### src/logic/pled_defines.svh
`ifndef PLED_DEFINES_SVH
`define PLED_DEFINES_SVH

// ****************************************
// register map
// ****************************************
`define PLED_ADDR_FUNC 8'h00
`define PLED_ADDR_BEHAV 8'h04
`define PLED_ADDR_STATUS 8'h08

// behaviour word field positions
`define PLED_BV_POL_LSB 0
`define PLED_BV_COMB_LSB 4
`define PLED_BV_STR_LSB 8
`define PLED_BV_RATE_LSB 12
`define PLED_BV_PULSE_BIT 20
`define PLED_BV_TXONLY_BIT 21

// reset values
`define PLED_FUNC_RST 16'h3210
`define PLED_BEHAV_RST 32'h0000_0000
`define PLED_PIN_RST 4'hf

// ****************************************
// function codes
// ****************************************
`define PLED_FN_LINK_ANY 4'h0
`define PLED_FN_LINK_G 4'h1
`define PLED_FN_LINK_F 4'h2
`define PLED_FN_LINK_T 4'h3
`define PLED_FN_LINK_FG 4'h4
`define PLED_FN_LINK_TG 4'h5
`define PLED_FN_LINK_TF 4'h6
`define PLED_FN_DUPLEX 4'h8
`define PLED_FN_COLL 4'h9
`define PLED_FN_ACT 4'ha
`define PLED_FN_FAULT 4'hc
`define PLED_FN_OFF 4'he
`define PLED_FN_ON 4'hf

// ****************************************
// timing
// ****************************************
`define PLED_CLK_MHZ 50
`define PLED_TICK_US 25000
`define PLED_STRETCH_BASE_MS 50
`define PLED_PWM_PERIOD_US 200
`define PLED_PWM_ON_US 40

`endif

### src/logic/pled_pkg.sv
package pled_pkg;

  typedef enum logic [1:0] {SPD_10, SPD_100, SPD_1000} pled_speed_type;

  typedef enum logic [1:0] {ST_IDLE, ST_ON, ST_OFF} pled_stretch_type;

  typedef struct packed {
    logic link;
    pled_speed_type speed;
    logic full_duplex;
    logic tx_act;
    logic rx_act;
    logic collision;
    logic aneg_fault;
  } pled_phy_status_type;

  typedef struct packed {
    logic load;
    logic [15:0] func;
    logic [31:0] behav;
  } pled_cfg_type;

  typedef struct packed {
    logic [3:0][3:0] func;
    logic [3:0] pol;
    logic [3:0] comb_dis;
    logic [3:0] str_en;
    logic [3:0][1:0] rate;
    logic pulse_en;
    logic tx_only;
    logic [23:0] pre;
    logic [3:0] tick_cnt;
    logic [15:0] pwm;
    pled_stretch_type [3:0] st;
    logic [3:0][4:0] scnt;
    logic [3:0] lvl;
    logic [3:0] pin;
    logic [31:0] rdata;
  } pled_state_type;

endpackage

### src/logic/pled_driver.sv
// Decided for this implementation: the register offsets and the strobed register port.
`timescale 1ns/1ns
`include "pled_defines.svh"

module pled_driver import pled_pkg::*; #(
  parameter int TICK_CYCLES = `PLED_TICK_US * `PLED_CLK_MHZ,
  parameter int PWM_PERIOD_CYCLES = `PLED_PWM_PERIOD_US * `PLED_CLK_MHZ,
  parameter int PWM_ON_CYCLES = `PLED_PWM_ON_US * `PLED_CLK_MHZ
) (
  input wire logic CLK,
  input wire logic RESETN,
  input wire pled_phy_status_type PHY_STATUS,
  input wire pled_cfg_type CFG,
  input wire logic [7:0] ADDR,
  input wire logic [31:0] WDATA,
  input wire logic WR_EN,
  input wire logic RD_EN,
  output logic [31:0] RDATA,
  output logic [3:0] STATUS_INDICATOR_OUTPUTS
);

  // ****************************************
  // timebase constants
  // ****************************************
  localparam logic [23:0] TICK_LAST = 24'(TICK_CYCLES - 1);
  localparam logic [15:0] PWM_LAST = 16'(PWM_PERIOD_CYCLES - 1);
  localparam logic [15:0] PWM_ON = 16'(PWM_ON_CYCLES);
  localparam int STRETCH_BASE_TICKS = (`PLED_STRETCH_BASE_MS * 1000) / `PLED_TICK_US;

  pled_state_type r;
  pled_state_type n;
  logic tick;
  logic pwm_on;
  logic act;
  logic [3:0] prim;
  logic [3:0] evt;
  logic [3:0] drive;

  // ****************************************
  // decoding helpers
  // ****************************************
  function automatic logic link_match(input logic [3:0] fn, input pled_phy_status_type s);
    logic g;
    logic f;
    logic t;
    g = s.link && (s.speed == SPD_1000);
    f = s.link && (s.speed == SPD_100);
    t = s.link && (s.speed == SPD_10);
    case (fn)
      `PLED_FN_LINK_ANY: link_match = s.link;
      `PLED_FN_LINK_G: link_match = g;
      `PLED_FN_LINK_F: link_match = f;
      `PLED_FN_LINK_T: link_match = t;
      `PLED_FN_LINK_FG: link_match = f | g;
      `PLED_FN_LINK_TG: link_match = t | g;
      `PLED_FN_LINK_TF: link_match = t | f;
      default: link_match = 1'b0;
    endcase
  endfunction

  function automatic logic primary_of(input logic [3:0] fn, input pled_phy_status_type s);
    case (fn)
      `PLED_FN_DUPLEX: primary_of = s.link && s.full_duplex;
      `PLED_FN_FAULT: primary_of = s.aneg_fault;
      `PLED_FN_ON: primary_of = 1'b1;
      `PLED_FN_OFF: primary_of = 1'b0;
      default: primary_of = link_match(fn, s);
    endcase
  endfunction

  function automatic logic secondary_of(input logic [3:0] fn, input pled_phy_status_type s, input logic a);
    case (fn)
      `PLED_FN_DUPLEX: secondary_of = s.link && !s.full_duplex && s.collision;
      `PLED_FN_COLL: secondary_of = s.collision;
      `PLED_FN_ACT: secondary_of = a;
      default: secondary_of = link_match(fn, s) && a;
    endcase
  endfunction

  // codes without a secondary condition ignore a stretch left over from an earlier code
  function automatic logic fixed_level(input logic [3:0] fn);
    case (fn)
      `PLED_FN_OFF, `PLED_FN_ON, `PLED_FN_FAULT: fixed_level = 1'b1;
      4'h7, 4'hb, 4'hd: fixed_level = 1'b1;
      default: fixed_level = 1'b0;
    endcase
  endfunction

  // half period of blink is 2^(3-rate) ticks: 200, 100, 50, 25 ms
  function automatic logic blink_phase(input logic [3:0] tc, input logic [1:0] rate);
    blink_phase = tc[2'd3 - rate];
  endfunction

  // stretch length 50, 100, 200, 400 ms in ticks
  function automatic logic [4:0] stretch_len(input logic [1:0] rate);
    stretch_len = 5'(STRETCH_BASE_TICKS) << rate;
  endfunction

  function automatic pled_state_type apply_behav(input pled_state_type s, input logic [31:0] w);
    pled_state_type o;
    o = s;
    o.pol = w[`PLED_BV_POL_LSB +: 4];
    o.comb_dis = w[`PLED_BV_COMB_LSB +: 4];
    o.str_en = w[`PLED_BV_STR_LSB +: 4];
    o.rate = w[`PLED_BV_RATE_LSB +: 8];
    o.pulse_en = w[`PLED_BV_PULSE_BIT];
    o.tx_only = w[`PLED_BV_TXONLY_BIT];
    apply_behav = o;
  endfunction

  function automatic logic [31:0] behav_word(input pled_state_type s);
    logic [31:0] w;
    w = '0;
    w[`PLED_BV_POL_LSB +: 4] = s.pol;
    w[`PLED_BV_COMB_LSB +: 4] = s.comb_dis;
    w[`PLED_BV_STR_LSB +: 4] = s.str_en;
    w[`PLED_BV_RATE_LSB +: 8] = s.rate;
    w[`PLED_BV_PULSE_BIT] = s.pulse_en;
    w[`PLED_BV_TXONLY_BIT] = s.tx_only;
    behav_word = w;
  endfunction

  // ****************************************
  // next state
  // ****************************************
  always_comb begin
    n = r;
    tick = (r.pre == TICK_LAST);
    n.pre = tick ? 24'h0 : r.pre + 24'h1;
    if (tick) begin
      n.tick_cnt = r.tick_cnt + 4'h1;
    end
    n.pwm = (r.pwm == PWM_LAST) ? 16'h0 : r.pwm + 16'h1;
    pwm_on = (r.pwm < PWM_ON);
    act = r.tx_only ? PHY_STATUS.tx_act : (PHY_STATUS.tx_act | PHY_STATUS.rx_act);
    for (int i = 0; i < 4; i++) begin
      prim[i] = primary_of(r.func[i], PHY_STATUS);
      evt[i] = secondary_of(r.func[i], PHY_STATUS, act) && !r.comb_dis[i];
      case (r.st[i])
        ST_IDLE: begin
          if (r.str_en[i] && evt[i]) begin
            n.st[i] = ST_ON;
            n.scnt[i] = stretch_len(r.rate[i]);
          end
        end
        ST_ON: begin
          if (!r.str_en[i]) begin
            n.st[i] = ST_IDLE;
          end else if (tick && r.scnt[i] == 5'h0) begin
            n.st[i] = ST_OFF;
            n.scnt[i] = stretch_len(r.rate[i]);
          end else if (tick) begin
            n.scnt[i] = r.scnt[i] - 5'h1;
          end
        end
        ST_OFF: begin
          if (!r.str_en[i] || (tick && r.scnt[i] == 5'h0)) begin
            n.st[i] = ST_IDLE;
          end else if (tick) begin
            n.scnt[i] = r.scnt[i] - 5'h1;
          end
        end
        default: n.st[i] = ST_IDLE;
      endcase
      // stretch shows the opposite of the primary state while on
      if (r.str_en[i] && !fixed_level(r.func[i])) begin
        n.lvl[i] = (r.st[i] == ST_ON) ? !prim[i] : prim[i];
      end else begin
        n.lvl[i] = evt[i] ? blink_phase(r.tick_cnt, r.rate[i]) : prim[i];
      end
      drive[i] = n.lvl[i] && (!r.pulse_en || pwm_on);
      n.pin[i] = r.pol[i] ? drive[i] : !drive[i];
    end
    // nonvolatile load first, so a same-cycle register write wins
    if (CFG.load) begin
      n.func = CFG.func;
      n = apply_behav(n, CFG.behav);
    end
    if (WR_EN) begin
      case (ADDR)
        `PLED_ADDR_FUNC: n.func = WDATA[15:0];
        `PLED_ADDR_BEHAV: n = apply_behav(n, WDATA);
        default: ;
      endcase
    end
    n.rdata = 32'h0;
    if (RD_EN) begin
      case (ADDR)
        `PLED_ADDR_FUNC: n.rdata = {16'h0, r.func};
        `PLED_ADDR_BEHAV: n.rdata = behav_word(r);
        `PLED_ADDR_STATUS: begin
          for (int k = 0; k < 4; k++) begin
            n.rdata[4 + k] = (r.st[k] != ST_IDLE);
          end
          n.rdata[3:0] = r.lvl;
        end
        default: n.rdata = 32'h0;
      endcase
    end
  end

  always_ff @(posedge CLK or negedge RESETN) begin
    if (!RESETN) begin
      r <= '0;
      r.func <= `PLED_FUNC_RST;
      r.pin <= `PLED_PIN_RST;
    end else begin
      r <= n;
    end
  end

  assign RDATA = r.rdata;
  assign STATUS_INDICATOR_OUTPUTS = r.pin;

  logic quiet0;
  assign quiet0 = !r.pulse_en && !r.pol[0];
endmodule // pled_driver

### config.mk
export PLATFORM = sky130hd
export DESIGN_NAME = pled_driver
export DESIGN_NICKNAME = d
export VERILOG_FILES = /design/src/logic/pled_pkg.sv /design/src/logic/pled_driver.sv
export VERILOG_INCLUDE_DIRS = /design/src /design/src/logic
export SDC_FILE = /design/constraint.sdc
export NUM_CORES = 1
export LEC_CHECK = 0
export BUFFER_PORTS_ARGS = -buffer_cell sky130_fd_sc_hd__buf_2
export CAP_MARGIN = 20
export CORE_UTILIZATION = 55
export CTS_BUF_LIST = sky130_fd_sc_hd__clkbuf_4
export CTS_CLUSTER_SIZE = 12
export DETAILED_ROUTE_END_ITERATION = 6
export PLACE_DENSITY_LB_ADDON = 0.05
export SLEW_MARGIN = 10
export SYNTH_ARGS = -nofsm -noshare
export SYNTH_HDL_FRONTEND = slang
export SYNTH_SLANG_ARGS = --single-unit
### constraint.sdc
create_clock -name CLK -period 2.9 [get_ports CLK]
set_clock_uncertainty 0.1 [all_clocks]
set_input_delay 0.145 -clock CLK [delete_from_list [all_inputs] [get_ports CLK]]
set_output_delay 0.145 -clock CLK [all_outputs]
set_load 0.05 [all_outputs]
Word-level counts from Yosys, hierarchy flattened
Cells that the tools add are included.

storage, ports and cells
  ROM bits = 0
  memory bits (writable) = 0
  bits in registers = 150
  latch bits = 0
  memories kept = 0
  output and inout port bits = 36
  input bits = 101

operators by class
  shift operators = 4
  add/sub/neg operators = 11
  div/mod/pow operators = 0
  muxes and demuxes = 99
  multipliers = 0
  equal/unequal tests = 74
  reduce and logical (&&, ||, !) cells = 83
  bitwise gates (word level) = 4
  order comparisons = 5

operator list
  cell                                              count
  two-way mux 150 bit                               2
  two-way mux 134 bit                               1
  == test 4 bit, second input constant              32
  two-way mux 5 bit                                 20
  == test 4 x 3 -> 1 bit, second input constant     16
  case mux 5 bit (3 select lines)                   4
  == test 4 x 2 -> 1 bit, second input constant     8
  two-way mux 16 bit                                2
  two-way mux 2 bit                                 16
  logical AND 1 bit                                 30
  two-way mux 1 bit                                 29
  case mux 1 bit (7 select lines)                   4
  case mux 14 bit (2 select lines)                  1
  adder 24 x 1 -> 24 bit, second input constant     1
  == test 24 x 21 -> 1 bit, second input constant   1
  two-way mux 24 bit                                1
  case mux 2 bit (3 select lines)                   4
  case mux 8 bit (3 select lines)                   1
  OR reduction 6 bit                                4
  zero test 1 bit                                   22
  two-way mux 22 bit                                1
  zero test 5 bit                                   4
  << shifter 2 x 2 -> 5 bit, first input constant   4
  subtractor 5 x 1 -> 5 bit, second input constant  4
  other kinds (22)                                  68

Longest topological paths before layout
  word-level depth = 16
  mapped depth = 10
  gate-level depth less buffers = 9

Worst setup path after synthesis
No wires, ideal clock.

  kind = register to register
  from = register r[98] in the netlist's numbering
  to = register r[42] in the netlist's numbering
  period minus slack after synthesis = 2.312 ns
  data arrival time = 2.126 ns
  required time = 2.714 ns
  buffers on the path = 1
  cell stages (with the launch flop) = 9
  path slack = 0.588 ns
  cell sequence = dfrtp_1 > or4b_4 > nor3_4 > and3_1 > buf_2 > a21oi_1 > o21ai_2 > mux2_2 > nor3_1

between the ends
  longest elaborated chain between the ends = 8
  elaborated cells between the ends (all ways) = 11
  classes of those cells = eq/ne: 1; mux: 8; reduce/logical: 2

RTL lines
  element                                                 line                                    text
  start, declared                                         pled_driver.sv:30                       pled_state_type r;
  start signal, assigned                                  pled_driver.sv:208                      r <= n;
  == test 24 x 21 -> 1 bit *                              pled_driver.sv:128                      tick = (r.pre == TICK_LAST);
  two-way mux 5 bit or logical AND 1 bit (tied branches)  --
  two-way mux 5 bit or logical OR 1 bit (tied branches)   pled_driver.sv:149, pled_driver.sv:157
  two-way mux 5 bit (on tied branches)                    pled_driver.sv:147, pled_driver.sv:157
  case mux 5 bit (3 select lines) *                       pled_driver.sv:139                      case (r.st[i])
  two-way mux 150 bit *                                   pled_driver.sv:175                      if (CFG.load) begin
  two-way mux 134 bit                                     pled_driver.sv:180                      case (ADDR)
  two-way mux 150 bit *                                   pled_driver.sv:179                      if (WR_EN) begin

Every way passes the cells marked *; elsewhere a longest branch is shown, timed or not.

Final worst setup path
  from = register r[98] in the netlist's numbering
  to = register r[49] in the netlist's numbering

The elaborated chain is that of the path after synthesis.

==> metrics <==
H-Tree Depth 4; Net Sw Power 1800 µW; vias in the first global route 7,165; antenna violations before repair 0; Area Growth Syn to Fin 16.9%; status finished with violations; CP max stage delay 0.57 ns; post-synth cell types 66; crit start category flop; Crit Reg-Reg Endpoint r[49]; Area contributors post-synth dfrtp_1 (40%), mux2i_1 (6.6%), nor2_1 (5.2%), a21oi_1 (3.8%), o21ai_0 (3.4%); Pwr Total 5090 µW; IO Pins 137; max-slew violations 0; unrepaired setup endpoints after global routing false; Syn. warnings 0; vias 7,220; GRT Total Usage 0.281; Synth top cells by count dfrtp_1 (132), nor2_1 (116), nand2_1 (66); Sequential Power Share 0.472; die height 125 µm; Clk pin slew, worst setup/hold paths 0.14 ns; HP Class primary input to asynchronous set/reset pin; Synth Flop Type dfrtp_1; Seq cells post-synth 140; Post-DP HPWL 15,000 µm; Slowest cell on crit path or4b_4; wire per inst 16.9 µm; Worst R2R Start r[98]; initial core utilization 0.568; Final setup viols 0; antenna cells 0; Post-Synthesis Mean Instance Area 9.10 µm²; I/O Buffers 106; CTS max path bufs 2; drt pass-1 iters 7; critical-path maximum fanout 6; vias per cell 5.77; total gr overflow 0; Clk network pwr share 0.244; PD cells 521 mW/mm²; leakage 0.00449 µW; CTS tree yes; register area share after synthesis 0.421; drt first-iter violations 497; Combinational Power Share 0.284; worst r2r path cells 8; total CTS buffers 17; Worst-Skew Late Latency 0.55 ns; Sw Share 0.353; Max rail drop VDD 0.342 mV; Worst Setup End Kind flop; number of remaining DRC errors 22; CP Cell Sequence or4b_4 > nor3_4 > buf_4 > nand4_1 > a21oi_1 > nor2_1 > nand2_1 > mux2_2; num rows 44; die outline width 125 µm; root buf cell clkbuf_4; largest net degree at the start of global routing 63; final WL 21,100 µm; RePlAce Congestion 0.911; Post-Syn Area 0.00835 mm²; internal power 3290 µW; Peak Freq 371 MHz; Final #Nets 1,178; Async S/R FF share, synth 1.00; CP Data Arrival Time 3.02 ns; Worst-Margin Slew 0.850 ns; number of synthesized flops with an enable pin 0; Tcrit/Tclk final 0.929; Max Cap Viol 0; flop2flop setup slack 0.21 ns; Critical Path RT 3.23 ns; Synth top area share 0.396; Final Hold Vio Count 0; Synth Instances 918; share of cells above drive strength 1 0.167; failing checks DRC; relative slew slack 0.429; Yosys top cell by area dfrtp_1; critical path type flop to flop; top-count cell post-synth dfrtp_1; die area 0.0157 mm²; CP bufs+invs 1; clock sinks 140; setup TNS 0 ns; antenna-violating nets left 0; final critical-path required period 2.69 ns; CORE AREA 0.0147 mm²; first-pass GRT wire length 34,900 µm; Top delay family on crit path simple AND/OR/NAND/NOR gates
## through the flow
step	cells	hold WS (ns)	area, µm²	worst slack, ns	util
2_1_floorplan	927	-0.251	8390	0.588	-
3_3_place_gp	1156	0.0462	8860	0.290	0.603
3_5_place_dp	1156	0.0529	8860	0.245	0.603
4_1_cts	1252	0.000719	9770	0.213	0.664
5_1_grt	1252	0.0258	9770	0.0394	0.664
6_report	1252	0.0291	9770	0.206	0.664
## cell usage in the layout (no fill, tap or decap), types with 10 or more instances in the layout
cell type,count
nor3_1,10
ha_1,22
o21ai_0,56
o211ai_1,12
buf_2,105
nand3_1,24
xnor2_1,26
o2bb2ai_1,11
nor4_1,10
clkbuf_4,19
buf_4,16
conb_1,10
xor2_1,18
dfrtp_1,132
nand2b_1,11
nand4_1,15
nor2_1,116
inv_1,42
and3_1,13
dlygate4sd3_1,64
a21oi_1,63
mux2i_1,55
nand2_1,66
## worst max path at each step
stage	to	start	slack, ns	depth (start not counted)
6_report	r[49]	r[98]	0.21	8
5_1_grt	r[49]	r[96]	0.04	8
4_1_cts	r[49]	r[98]	0.21	8
3_5_place_dp	r[49]	r[98]	0.24	8
3_3_place_gp	r[49]	r[98]	0.29	8
2_1_floorplan	r[42]	r[98]	0.59	8
## flip-flops by register name, indices dropped and copies added, names as in the netlist
| name | cells |
|---|---|
| RDATA | 22 |
| STATUS_INDICATOR_OUTPUTS | 4 |
| r | 114 |
## layer usage
layer  wire (µm)  track usage  share of wire
met3         929       0.0548          0.044
met5           0            0              0
met2       10300        0.475           0.49
met4         495        0.105          0.023
met1        9350        0.358           0.44
## power by group through the flow
stage	clock network (µW)	logic (µW)	registers [µW]
after floorplan	0	1080	2320
after global placement	0	1300	2420
after detailed placement	0	1340	2430
after CTS	1280	1430	2400
after global routing	1350	1600	2440
final	1240	1440	2400
## cell type report
class,instances,area (µm²)
Fill cell,1195,4930
Multi-Input combinational cell,667,4280
Sequential cell,140,3510
Timing Repair Buffer,187,1320
Tap cell,184,230
Inverter,42,158
Clock buffer,19,143
Clock inverter,13,126
## kinds of logic (layout without fill, tap and decap cells)
logic type | count (synthesis) | in the layout | share of synthesized area
muxes | 63 | 63 | 0.0807
other | 1 | 10 | 0.000449
AOI/OAI and AO/OA | 211 | 211 | 0.159
buffers and inverters | 120 | 261 | 0.0713
xor gates and xnor gates | 44 | 44 | 0.0461
adders and majority gates | 23 | 23 | 0.0342
DFF | 140 | 140 | 0.421
and+or+nand+nor | 316 | 316 | 0.188
## what timing repair did
item | 4_1_cts | 5_1_grt
setup buffers | 0 | 0
hold buffers | 64 | 0
gates resized for setup | 0 | 0
hold endpoints to repair | 178 | 0
endpoints found under the setup margin | 0 | 0
(Power assumes the default switching activity.)
